$ cat src/uart_afc_regs.vh
`ifndef UART_AFC_REGS_VH
`define UART_AFC_REGS_VH
// register byte offsets
`define ADDR_DATA      8'h00
`define ADDR_IER       8'h04
`define ADDR_FCR       8'h08
`define ADDR_MCR       8'h10
`define ADDR_MSR       8'h18
`define ADDR_MER       8'h1C
`define ADDR_DIV       8'h20
`define ADDR_ISR       8'h24
`define ADDR_IMR       8'h28
`define ADDR_STAT      8'h2C
// modem control fields
`define MCR_RTS        1
`define MCR_RSVD       5
`define MCR_AUTO_RTS   6
`define MCR_AUTO_CTS   7
// enables and fifo control fields
`define IER_CTS_IRQ    7
`define MER_MODEM_IRQ  3
`define FCR_TRIG_HI    7
`define FCR_TRIG_LO    6
// receive trigger levels, lowest first
`define TRIG_LVL0      5'h01
`define TRIG_LVL1      5'h04
`define TRIG_LVL2      5'h08
`define TRIG_LVL3      5'h0E
`define TRIG_NONE      5'h00
`define FIFO_FULL      5'h10
// interrupt status fields
`define IRQ_MODEM      0
`define IRQ_RX         1
`define IRQ_TX         2
// reset values
`define DIV_RESET      16'h0010
`define ZERO32         32'h0000_0000
`endif

$ cat src/rx_fifo_mem.v
module rx_fifo_mem (
   // clock
   input  wire       clk,
   // write side
   input  wire       we,
   input  wire [3:0] waddr,
   input  wire [7:0] wdata,
   // read side
   input  wire [3:0] raddr,
   output reg  [7:0] rdata
);

   reg [7:0] mem [0:15];

   // write-first so a push into an empty fifo shows at once
   always @(posedge clk)
   begin
      if (we)
         mem[waddr] <= wdata;
      if (we && waddr == raddr)
         rdata <= wdata;
      else
         rdata <= mem[raddr];
   end

endmodule

$ cat src/sync_two_ff.v
module sync_two_ff #(
   parameter WIDTH = 1
) (
   // clock and reset
   input  wire             clk,
   input  wire             rst_n,
   // asynchronous in, synchronous out
   input  wire [WIDTH-1:0] async_in,
   output reg  [WIDTH-1:0] sync_out
);

   reg [WIDTH-1:0] stage1;

   // idle level of every line is high, so reset to ones
   always @(posedge clk or negedge rst_n)
   begin
      if (!rst_n)
      begin
         stage1   <= {WIDTH{1'b1}};
         sync_out <= {WIDTH{1'b1}};
      end
      else
      begin
         stage1   <= async_in;
         sync_out <= stage1;
      end
   end

endmodule

$ cat src/uart_auto_flow_control.v
// Summary of operation
// - control bit 6 enables automatic rts
// - control bit 7 enables automatic cts
// - rts goes high at receive trigger level
// - rts low again at next lower level
// - auto rts: bit reads pin, writes ignored
// - manual rts follows software control bit
// - one more character still stored after rts
// - auto cts: start character only if cts low
// - cts high: finish character, hold line high
// - cts low again: start bit, next character
// - any cts change sets delta cts flag
// - modem interrupt enable zero blocks interrupt
// - delta cts counts unless auto cts masked
`include "uart_afc_regs.vh"
module uart_auto_flow_control (
   // apb slave
   input  wire        pclk,
   input  wire        presetn,
   input  wire        psel,
   input  wire        penable,
   input  wire        pwrite,
   input  wire [7:0]  paddr,
   input  wire [31:0] pwdata,
   output reg  [31:0] prdata,
   output reg         pready,
   output reg         pslverr,
   // serial and modem pins
   input  wire        rxd,
   input  wire        cts_n,
   input  wire        dsr_n,
   input  wire        ri_n,
   input  wire        dcd_n,
   output reg         txd,
   output reg         rts_n,
   // interrupt
   output reg         irq
);

   localparam TX_IDLE  = 2'b00;
   localparam TX_START = 2'b01;
   localparam TX_DATA  = 2'b10;
   localparam TX_STOP  = 2'b11;
   localparam RX_IDLE  = 2'b00;
   localparam RX_START = 2'b01;
   localparam RX_DATA  = 2'b10;
   localparam RX_STOP  = 2'b11;

   reg        auto_request_flow_enable;
   reg        auto_clear_flow_enable;
   reg        rts_sw;
   reg        cts_irq_en;
   reg        modem_irq_en;
   reg [1:0]  trig_sel;
   reg [15:0] divisor;
   reg [2:0]  int_status;
   reg [2:0]  int_mask;
   reg [3:0]  msr_delta;
   reg [3:0]  modem_prev;
   reg [7:0]  thr;
   reg        thr_full;
   reg [1:0]  tx_state;
   reg [7:0]  tx_shift;
   reg [2:0]  tx_bit;
   reg [15:0] tx_cnt;
   reg [1:0]  rx_state;
   reg [7:0]  rx_shift;
   reg [2:0]  rx_bit;
   reg [15:0] rx_cnt;
   reg        rx_done;
   reg [4:0]  count;
   reg [3:0]  wr_ptr;
   reg [3:0]  rd_ptr;
   reg [4:0]  trig_level;
   reg [4:0]  lower_level;
   reg        hit;
   reg [31:0] rd_mux;

   wire [4:0] sync_out;
   wire [7:0] fifo_head;

   // synchronised pins: {rxd, dcd, ri, dsr, cts}
   sync_two_ff #(
      .WIDTH    (5)
   ) u_sync (
      .clk      (pclk),
      .rst_n    (presetn),
      .async_in ({rxd, dcd_n, ri_n, dsr_n, cts_n}),
      .sync_out (sync_out)
   );

   wire rx_line    = sync_out[4];
   wire cts_active = ~sync_out[0];

   // apb phases
   wire setup  = psel & ~penable;
   wire access = psel & penable & pready;
   wire wr     = access & pwrite;
   wire rd     = access & ~pwrite;

   // shared bit-rate tick for the transmitter
   wire tx_tick = ({1'b0, tx_cnt} + 17'h0_0001) >= {1'b0, divisor};
   wire rx_full_bit = ({1'b0, rx_cnt} + 17'h0_0001) >= {1'b0, divisor};

   // fifo control
   wire fifo_full = (count == `FIFO_FULL);
   wire push      = rx_done & ~fifo_full;
   wire pop       = rd & (paddr == `ADDR_DATA) & (count != `TRIG_NONE);
   wire [3:0] next_rd_ptr = rd_ptr + {3'b000, pop};

   rx_fifo_mem u_mem (
      .clk   (pclk),
      .we    (push),
      .waddr (wr_ptr),
      .wdata (rx_shift),
      .raddr (next_rd_ptr),
      .rdata (fifo_head)
   );

   // transmitter may begin a character
   wire can_start = thr_full &
                    (~auto_clear_flow_enable | cts_active);
   wire tx_load = tx_tick & can_start &
                  (tx_state == TX_IDLE || tx_state == TX_STOP);

   // modem status events
   wire [3:0] modem_chg = sync_out[3:0] ^ modem_prev;
   wire [3:0] modem_ev  = {modem_chg[3],
                           ~modem_prev[2] & sync_out[2],
                           modem_chg[1],
                           modem_chg[0]};
   wire msr_rd = rd & (paddr == `ADDR_MSR);

   // cts deltas are quiet in auto mode unless explicitly enabled
   wire modem_cond = modem_irq_en & (|msr_delta[3:1] |
                     (msr_delta[0] & (~auto_clear_flow_enable |
                      cts_irq_en)));

   wire [2:0] irq_ev = {tx_load, push, modem_cond};

   always @*
   begin
      case (trig_sel)
         2'b00:
         begin
            trig_level  = `TRIG_LVL0;
            lower_level = `TRIG_NONE;
         end
         2'b01:
         begin
            trig_level  = `TRIG_LVL1;
            lower_level = `TRIG_LVL0;
         end
         2'b10:
         begin
            trig_level  = `TRIG_LVL2;
            lower_level = `TRIG_LVL1;
         end
         default:
         begin
            trig_level  = `TRIG_LVL3;
            lower_level = `TRIG_LVL2;
         end
      endcase
   end

   // read mux and decode
   always @*
   begin
      hit    = 1'b1;
      rd_mux = `ZERO32;
      case (paddr)
         `ADDR_DATA:
            rd_mux[7:0] = fifo_head;
         `ADDR_IER:
            rd_mux[`IER_CTS_IRQ] = cts_irq_en;
         `ADDR_FCR:
            rd_mux[`FCR_TRIG_HI:`FCR_TRIG_LO] = trig_sel;
         `ADDR_MCR:
         begin
            rd_mux[`MCR_RTS] = auto_request_flow_enable ?
                               ~rts_n : rts_sw;
            rd_mux[`MCR_RSVD]     = 1'b0;
            rd_mux[`MCR_AUTO_RTS] = auto_request_flow_enable;
            rd_mux[`MCR_AUTO_CTS] = auto_clear_flow_enable;
         end
         `ADDR_MSR:
            rd_mux[7:0] = {~sync_out[3:0], msr_delta};
         `ADDR_MER:
            rd_mux[`MER_MODEM_IRQ] = modem_irq_en;
         `ADDR_DIV:
            rd_mux[15:0] = divisor;
         `ADDR_ISR:
            rd_mux[2:0] = int_status;
         `ADDR_IMR:
            rd_mux[2:0] = int_mask;
         `ADDR_STAT:
            rd_mux[6:0] = {thr_full, tx_state != TX_IDLE, count};
         default:
            hit = 1'b0;
      endcase
   end

   // apb answer, no wait states
   always @(posedge pclk or negedge presetn)
   begin
      if (!presetn)
      begin
         pready  <= 1'b0;
         pslverr <= 1'b0;
         prdata  <= `ZERO32;
      end
      else
      begin
         pready  <= setup;
         pslverr <= setup & ~hit;
         prdata  <= (setup & ~pwrite) ? rd_mux : `ZERO32;
      end
   end

   // software registers
   always @(posedge pclk or negedge presetn)
   begin
      if (!presetn)
      begin
         auto_request_flow_enable <= 1'b0;
         auto_clear_flow_enable   <= 1'b0;
         rts_sw       <= 1'b0;
         cts_irq_en   <= 1'b0;
         modem_irq_en <= 1'b0;
         trig_sel     <= 2'b00;
         divisor      <= `DIV_RESET;
         int_mask     <= 3'b000;
      end
      else if (wr)
      begin
         case (paddr)
            `ADDR_MCR:
            begin
               auto_request_flow_enable <= pwdata[`MCR_AUTO_RTS];
               auto_clear_flow_enable   <= pwdata[`MCR_AUTO_CTS];
               if (!auto_request_flow_enable)
                  rts_sw <= pwdata[`MCR_RTS];
            end
            `ADDR_IER:
               cts_irq_en <= pwdata[`IER_CTS_IRQ];
            `ADDR_MER:
               modem_irq_en <= pwdata[`MER_MODEM_IRQ];
            `ADDR_FCR:
               trig_sel <= pwdata[`FCR_TRIG_HI:`FCR_TRIG_LO];
            `ADDR_DIV:
               divisor <= pwdata[15:0];
            `ADDR_IMR:
               int_mask <= pwdata[2:0];
            default:
               trig_sel <= trig_sel;
         endcase
      end
   end

   // sticky status: events win over clears
   always @(posedge pclk or negedge presetn)
   begin
      if (!presetn)
      begin
         int_status <= 3'b000;
         msr_delta  <= 4'h0;
         modem_prev <= 4'hF;
         irq        <= 1'b0;
      end
      else
      begin
         modem_prev <= sync_out[3:0];
         msr_delta  <= (msr_delta & {4{~msr_rd}}) | modem_ev;
         int_status <= (int_status &
                        ~({3{wr & (paddr == `ADDR_ISR)}} & pwdata[2:0]))
                       | irq_ev;
         irq        <= |(int_status & int_mask);
      end
   end

   // rts drive with hysteresis between trigger levels
   always @(posedge pclk or negedge presetn)
   begin
      if (!presetn)
         rts_n <= 1'b1;
      else if (!auto_request_flow_enable)
         rts_n <= ~rts_sw;
      else if (count >= trig_level)
         rts_n <= 1'b1;
      else if (count <= lower_level)
         rts_n <= 1'b0;
   end

   // receive fifo pointers; room above any trigger keeps late bytes
   always @(posedge pclk or negedge presetn)
   begin
      if (!presetn)
      begin
         count  <= 5'h00;
         wr_ptr <= 4'h0;
         rd_ptr <= 4'h0;
      end
      else
      begin
         if (push)
            wr_ptr <= wr_ptr + 4'h1;
         rd_ptr <= next_rd_ptr;
         if (push && !pop)
            count <= count + 5'h01;
         else if (pop && !push)
            count <= count - 5'h01;
      end
   end

   // transmitter
   always @(posedge pclk or negedge presetn)
   begin
      if (!presetn)
      begin
         thr      <= 8'h00;
         thr_full <= 1'b0;
         tx_state <= TX_IDLE;
         tx_shift <= 8'h00;
         tx_bit   <= 3'b000;
         tx_cnt   <= 16'h0000;
         txd      <= 1'b1;
      end
      else
      begin
         if (wr && paddr == `ADDR_DATA && !thr_full)
         begin
            thr      <= pwdata[7:0];
            thr_full <= 1'b1;
         end
         tx_cnt <= tx_tick ? 16'h0000 : tx_cnt + 16'h0001;
         if (tx_load)
         begin
            thr_full <= 1'b0;
            tx_shift <= thr;
            tx_state <= TX_START;
            txd      <= 1'b0;
         end
         else if (tx_tick)
         begin
            case (tx_state)
               TX_START:
               begin
                  txd      <= tx_shift[0];
                  tx_shift <= {1'b1, tx_shift[7:1]};
                  tx_bit   <= 3'b000;
                  tx_state <= TX_DATA;
               end
               TX_DATA:
               begin
                  tx_bit <= tx_bit + 3'b001;
                  if (tx_bit == 3'b111)
                  begin
                     txd      <= 1'b1;
                     tx_state <= TX_STOP;
                  end
                  else
                  begin
                     txd      <= tx_shift[0];
                     tx_shift <= {1'b1, tx_shift[7:1]};
                  end
               end
               default:
               begin
                  // stalled or empty: line stays marking
                  txd      <= 1'b1;
                  tx_state <= TX_IDLE;
               end
            endcase
         end
      end
   end

   // receiver, mid-bit sampling
   always @(posedge pclk or negedge presetn)
   begin
      if (!presetn)
      begin
         rx_state <= RX_IDLE;
         rx_shift <= 8'h00;
         rx_bit   <= 3'b000;
         rx_cnt   <= 16'h0000;
         rx_done  <= 1'b0;
      end
      else
      begin
         rx_done <= 1'b0;
         case (rx_state)
            RX_IDLE:
            begin
               rx_cnt <= 16'h0000;
               if (!rx_line)
                  rx_state <= RX_START;
            end
            RX_START:
            begin
               rx_cnt <= rx_cnt + 16'h0001;
               if (rx_cnt >= {1'b0, divisor[15:1]})
               begin
                  rx_cnt   <= 16'h0000;
                  rx_bit   <= 3'b000;
                  rx_state <= rx_line ? RX_IDLE : RX_DATA;
               end
            end
            RX_DATA:
            begin
               rx_cnt <= rx_cnt + 16'h0001;
               if (rx_full_bit)
               begin
                  rx_cnt   <= 16'h0000;
                  rx_shift <= {rx_line, rx_shift[7:1]};
                  rx_bit   <= rx_bit + 3'b001;
                  if (rx_bit == 3'b111)
                     rx_state <= RX_STOP;
               end
            end
            default:
            begin
               rx_cnt <= rx_cnt + 16'h0001;
               if (rx_full_bit)
               begin
                  rx_cnt   <= 16'h0000;
                  rx_done  <= rx_line;
                  rx_state <= RX_IDLE;
               end
            end
         endcase
      end
   end

endmodule

$ cat config.mk
export PLATFORM = sky130hd
export DESIGN_NAME = uart_auto_flow_control
export DESIGN_NICKNAME = d
export VERILOG_FILES = /design/src/rx_fifo_mem.v /design/src/sync_two_ff.v /design/src/uart_auto_flow_control.v
export VERILOG_INCLUDE_DIRS = /design/src /design/src/src
export SDC_FILE = /design/constraint.sdc
export NUM_CORES = 1
export LEC_CHECK = 0
export BUFFER_PORTS_ARGS = -buffer_cell sky130_fd_sc_hd__clkbuf_2
export CORE_AREA = 3 3 170 172
export DETAILED_ROUTE_END_ITERATION = 7
export DIE_AREA = 0 0 173 175
export PLACE_DENSITY_LB_ADDON = 0.08
export SYNTH_ARGS = -nofsm -noshare
export SYNTH_HDL_FRONTEND = slang
export SYNTH_HIERARCHICAL = 1
export SYNTH_SLANG_ARGS = --single-unit
$ cat constraint.sdc
create_clock -name pclk -period 3.24 [get_ports pclk]
set_input_delay 0.162 -clock pclk [delete_from_list [all_inputs] [get_ports pclk]]
set_output_delay 0.162 -clock pclk [all_outputs]
set_load 0.02 [all_outputs]
==> results.tsv <==
metric	value	unit
status	finished clean	
number of enable flip-flop cells after synthesis	128	
Detailed Routing Iterations Pass 1	5	
fmax	0.321	GHz
TritonCTS buffer count	30	
Die H	175	um
HPWL after detailed placement	20600	um
I/O pins	87	
clock-pin slew on the worst setup and hold paths	0.06	ns
vias in the first global route	8250	
Root Driver	clkbuf_16	
yosys warns	6	
CP Class	reg2reg	
crit share post-route	96.3	%
worst-skew pair later-pin latency	0.58	ns
Slew Viols, Final	0	
total core area	27600	um^2
#FFs+latches synth	281	
Buffers & Inverters on Critical Path	1	
Routed WL	29400	um
final count of hold timing violations	0	
critical path's slowest cell	or4_4	
via/cell ratio	5.43	
Max Root-Sink Buffers	3	
share of cells above drive strength 1	22.7	%
Post-Syn Area per Cell	13.5	um^2
Setup Skew	0.0277	ns
HP Class	in2reg	
final-report setup violation count	0	
first-pass GRT wire length	46700	um
residual DRC count	0	
Top FF cell, synth	dfrtp_1	
max incr delay on CP	0.61	ns
area leader, netlist	edfxtp_1	
reg-to-reg slack, setup	0.12	ns
Clock Sinks	281	
Starting DRT DRC Count	549	
post-synth top area share	29.1	%
crit-path cells	nand3_4 > or4_4 > nor2_4 > xor2_1 > ha_1 > and4_4 > o211a_1 > a22oi_2 > o2111ai_2 > nand3b_1 > buf_12 > mux2_2	
post-synthesis instance total	979	
slew of the pin with the lowest slew margin	0.936	ns
Antenna diodes	0	
asr flop ratio synth	53.0	%
crit path launch type	register	
WP data required	3.70	ns
GRT Resource Usage Total	19.6	%
Fillers	2310	
Pwr Total	9200	uW
synth top area cells	edfxtp_1 (29%), dfrtp_1 (25%), ha_1 (6.6%)	
Leak	0.00650	uW
distinct cell type count after synthesis	78	
post-synthesis cell area	13200	um^2
Wirelength per Cell	19.4	um
DIE WIDTH	173	um
gpl congestion	0.832	
CTS tree	done	
number of H-tree levels	1	
Max IR drop VDD	0.522	mV
Setup Total Neg Slack	0	ns
antenna-violating nets left	0	
Die ar.	30300	um^2
vias	8243	
pwr/cell area	595	nW/um^2
RSZ-0062 raised after global routing	yes	
crit end category	register	
initial antenna violation count	0	
CP Data Arrival Time	3.58	ns
Max FO, Critical Path	9	
Rel. slew slack	37.6	%
crit-path leading delay family	simple AND/OR/NAND/NOR gates	
Starting Density	47.8	%
largest net degree at the start of global routing	97	
fin crit period	3.12	ns
post-synthesis sequential area ratio	58.1	%
Max-cap violations	0	
GRT overflow	0	
port bufs	54	
worst hold margin	0.0483	ns
nets	1236	
Rows	61	
Area growth syn-to-layout	16.9	%
[kinds of logic after synthesis]
| logic type | after synthesis | synth area share, % |
|---|---|---|
| compound gates | 150 | 7.87 |
| xor+xnor | 42 | 2.78 |
| mux | 90 | 11.0 |
| simple gates | 251 | 9.74 |
| flops | 281 | 58.1 |
| fa+ha+maj | 71 | 6.78 |
| buf+inv | 93 | 3.77 |
| other cells | 1 | 0.0284 |
[registers in the layout, indices dropped and copies added, names as in the netlist, 5 cells and up, named ones only]
signal / count
divisor: 16
count: 5
thr: 8
tx_shift: 8
rx_shift: 8
tx_cnt: 16
u_sync/sync_out: 5
rx_cnt: 16
u_sync/stage1: 5
prdata: 16
u_mem/mem: 128
[cells in the mapped netlist, drive strengths merged (9+ instances only)]
master  number
a21o        10
a21oi       25
a22oi       23
buf         31
dfrtp      132
dfstp       17
edfxtp     128
ha          70
inv         55
mux2        48
mux2i        9
mux4        33
nand2       71
nand2b      10
nand3       24
nand4       10
nor2        50
nor2b       29
nor3        26
o21ai       29
o22ai        9
xnor2       28
xor2        14
[per-stage QoR]
step | utilization (%) | instance area (um^2) | setup slack (ns) | std cells
floorplan | - | 13300 | 0.157 | 994
global placement | 51.1 | 14100 | 0.0666 | 1435
detailed placement | 51.1 | 14100 | -0.0205 | 1435
CTS | 55.6 | 15400 | 0.0412 | 1516
global route | 55.9 | 15500 | -0.0569 | 1517
finish | 55.9 | 15500 | 0.120 | 1517
[report_power, final]
group	total [uW]	internal [uW]	switching [uW]
Clock	3370	1950	1420
Combinational	1210	613	600
Sequential	4620	4190	428
[worst paths after layout]
check	start	endpoint	cells past startpoint
max reg2reg	rx_cnt[2]$_DFF_PN0_	rx_shift[0]$_DFFE_PN0P_	12
max in group asynchronous	presetn	txd$_DFFE_PN1P_	3
max	rx_cnt[2]$_DFF_PN0_	rx_shift[0]$_DFFE_PN0P_	12
min	psel	pslverr$_DFF_PN0_	3
min in group asynchronous	presetn	rx_bit[1]$_DFFE_PN0P_	2
min reg2reg	u_sync/stage1[3]$_DFF_PN1_	u_sync/sync_out[3]$_DFF_PN1_	0
[repair_timing]
action | in CTS | in global routing
resized for setup | 2 | 15
pin swaps | 0 | 7
hold endpoints to repair | 125 | 0
endpoints found under the setup margin | 8 | 59
hold buffers | 25 | 0
buffers inserted | 0 | 1
[cell type report]
| type | instances | area [um^2] | share of cell area (%) |
|---|---|---|---|
| Sequential cell | 281 | 7670 | 49.7 |
| Timing Repair Buffer | 127 | 937 | 6.06 |
| Multi-Input combinational cell | 620 | 5190 | 33.6 |
| Clock buffer | 35 | 769 | 4.98 |
| Clock inverter | 21 | 209 | 1.35 |
| Tap cell | 378 | 473 | 3.06 |
| Inverter | 55 | 206 | 1.34 |
[routing by layer]
layer  part of all wire [%]  GRT usage, %  routed length, um  vias up
li1                       -             -                  -     3893
met1                     48          28.5              14100     4109
met2                     46          31.4              13500      192
met3                    4.0          2.76               1160       49
met4                    2.4          5.03                719        0
met5                      0             0                  0        -
[cells in the final DEF (no fill, tap or decap), types with 30 or more instances in the layout]
master | synthesis | routed
nor2_1 | 47 | 46
edfxtp_1 | 128 | 128
nand2_1 | 71 | 70
ha_1 | 70 | 69
mux2_2 | 40 | 40
clkbuf_16 | 0 | 30
inv_1 | 55 | 55
buf_4 | 19 | 44
dfrtp_1 | 132 | 132
clkbuf_2 | 0 | 53
[worst reg2reg max path, cell delays in order, from the launching register on]
cell and delay (ns):
dfrtp_1 0.38, nand3_4 0.12, or4_4 0.61, nor2_4 0.11, xor2_1 0.18, ha_1 0.29
and4_4 0.17, o211a_1 0.12, a22oi_2 0.24, o2111ai_2 0.16, nand3b_1 0.16, buf_12 0.16
mux2_2 0.33
Power figures use the tool's default switching activity.
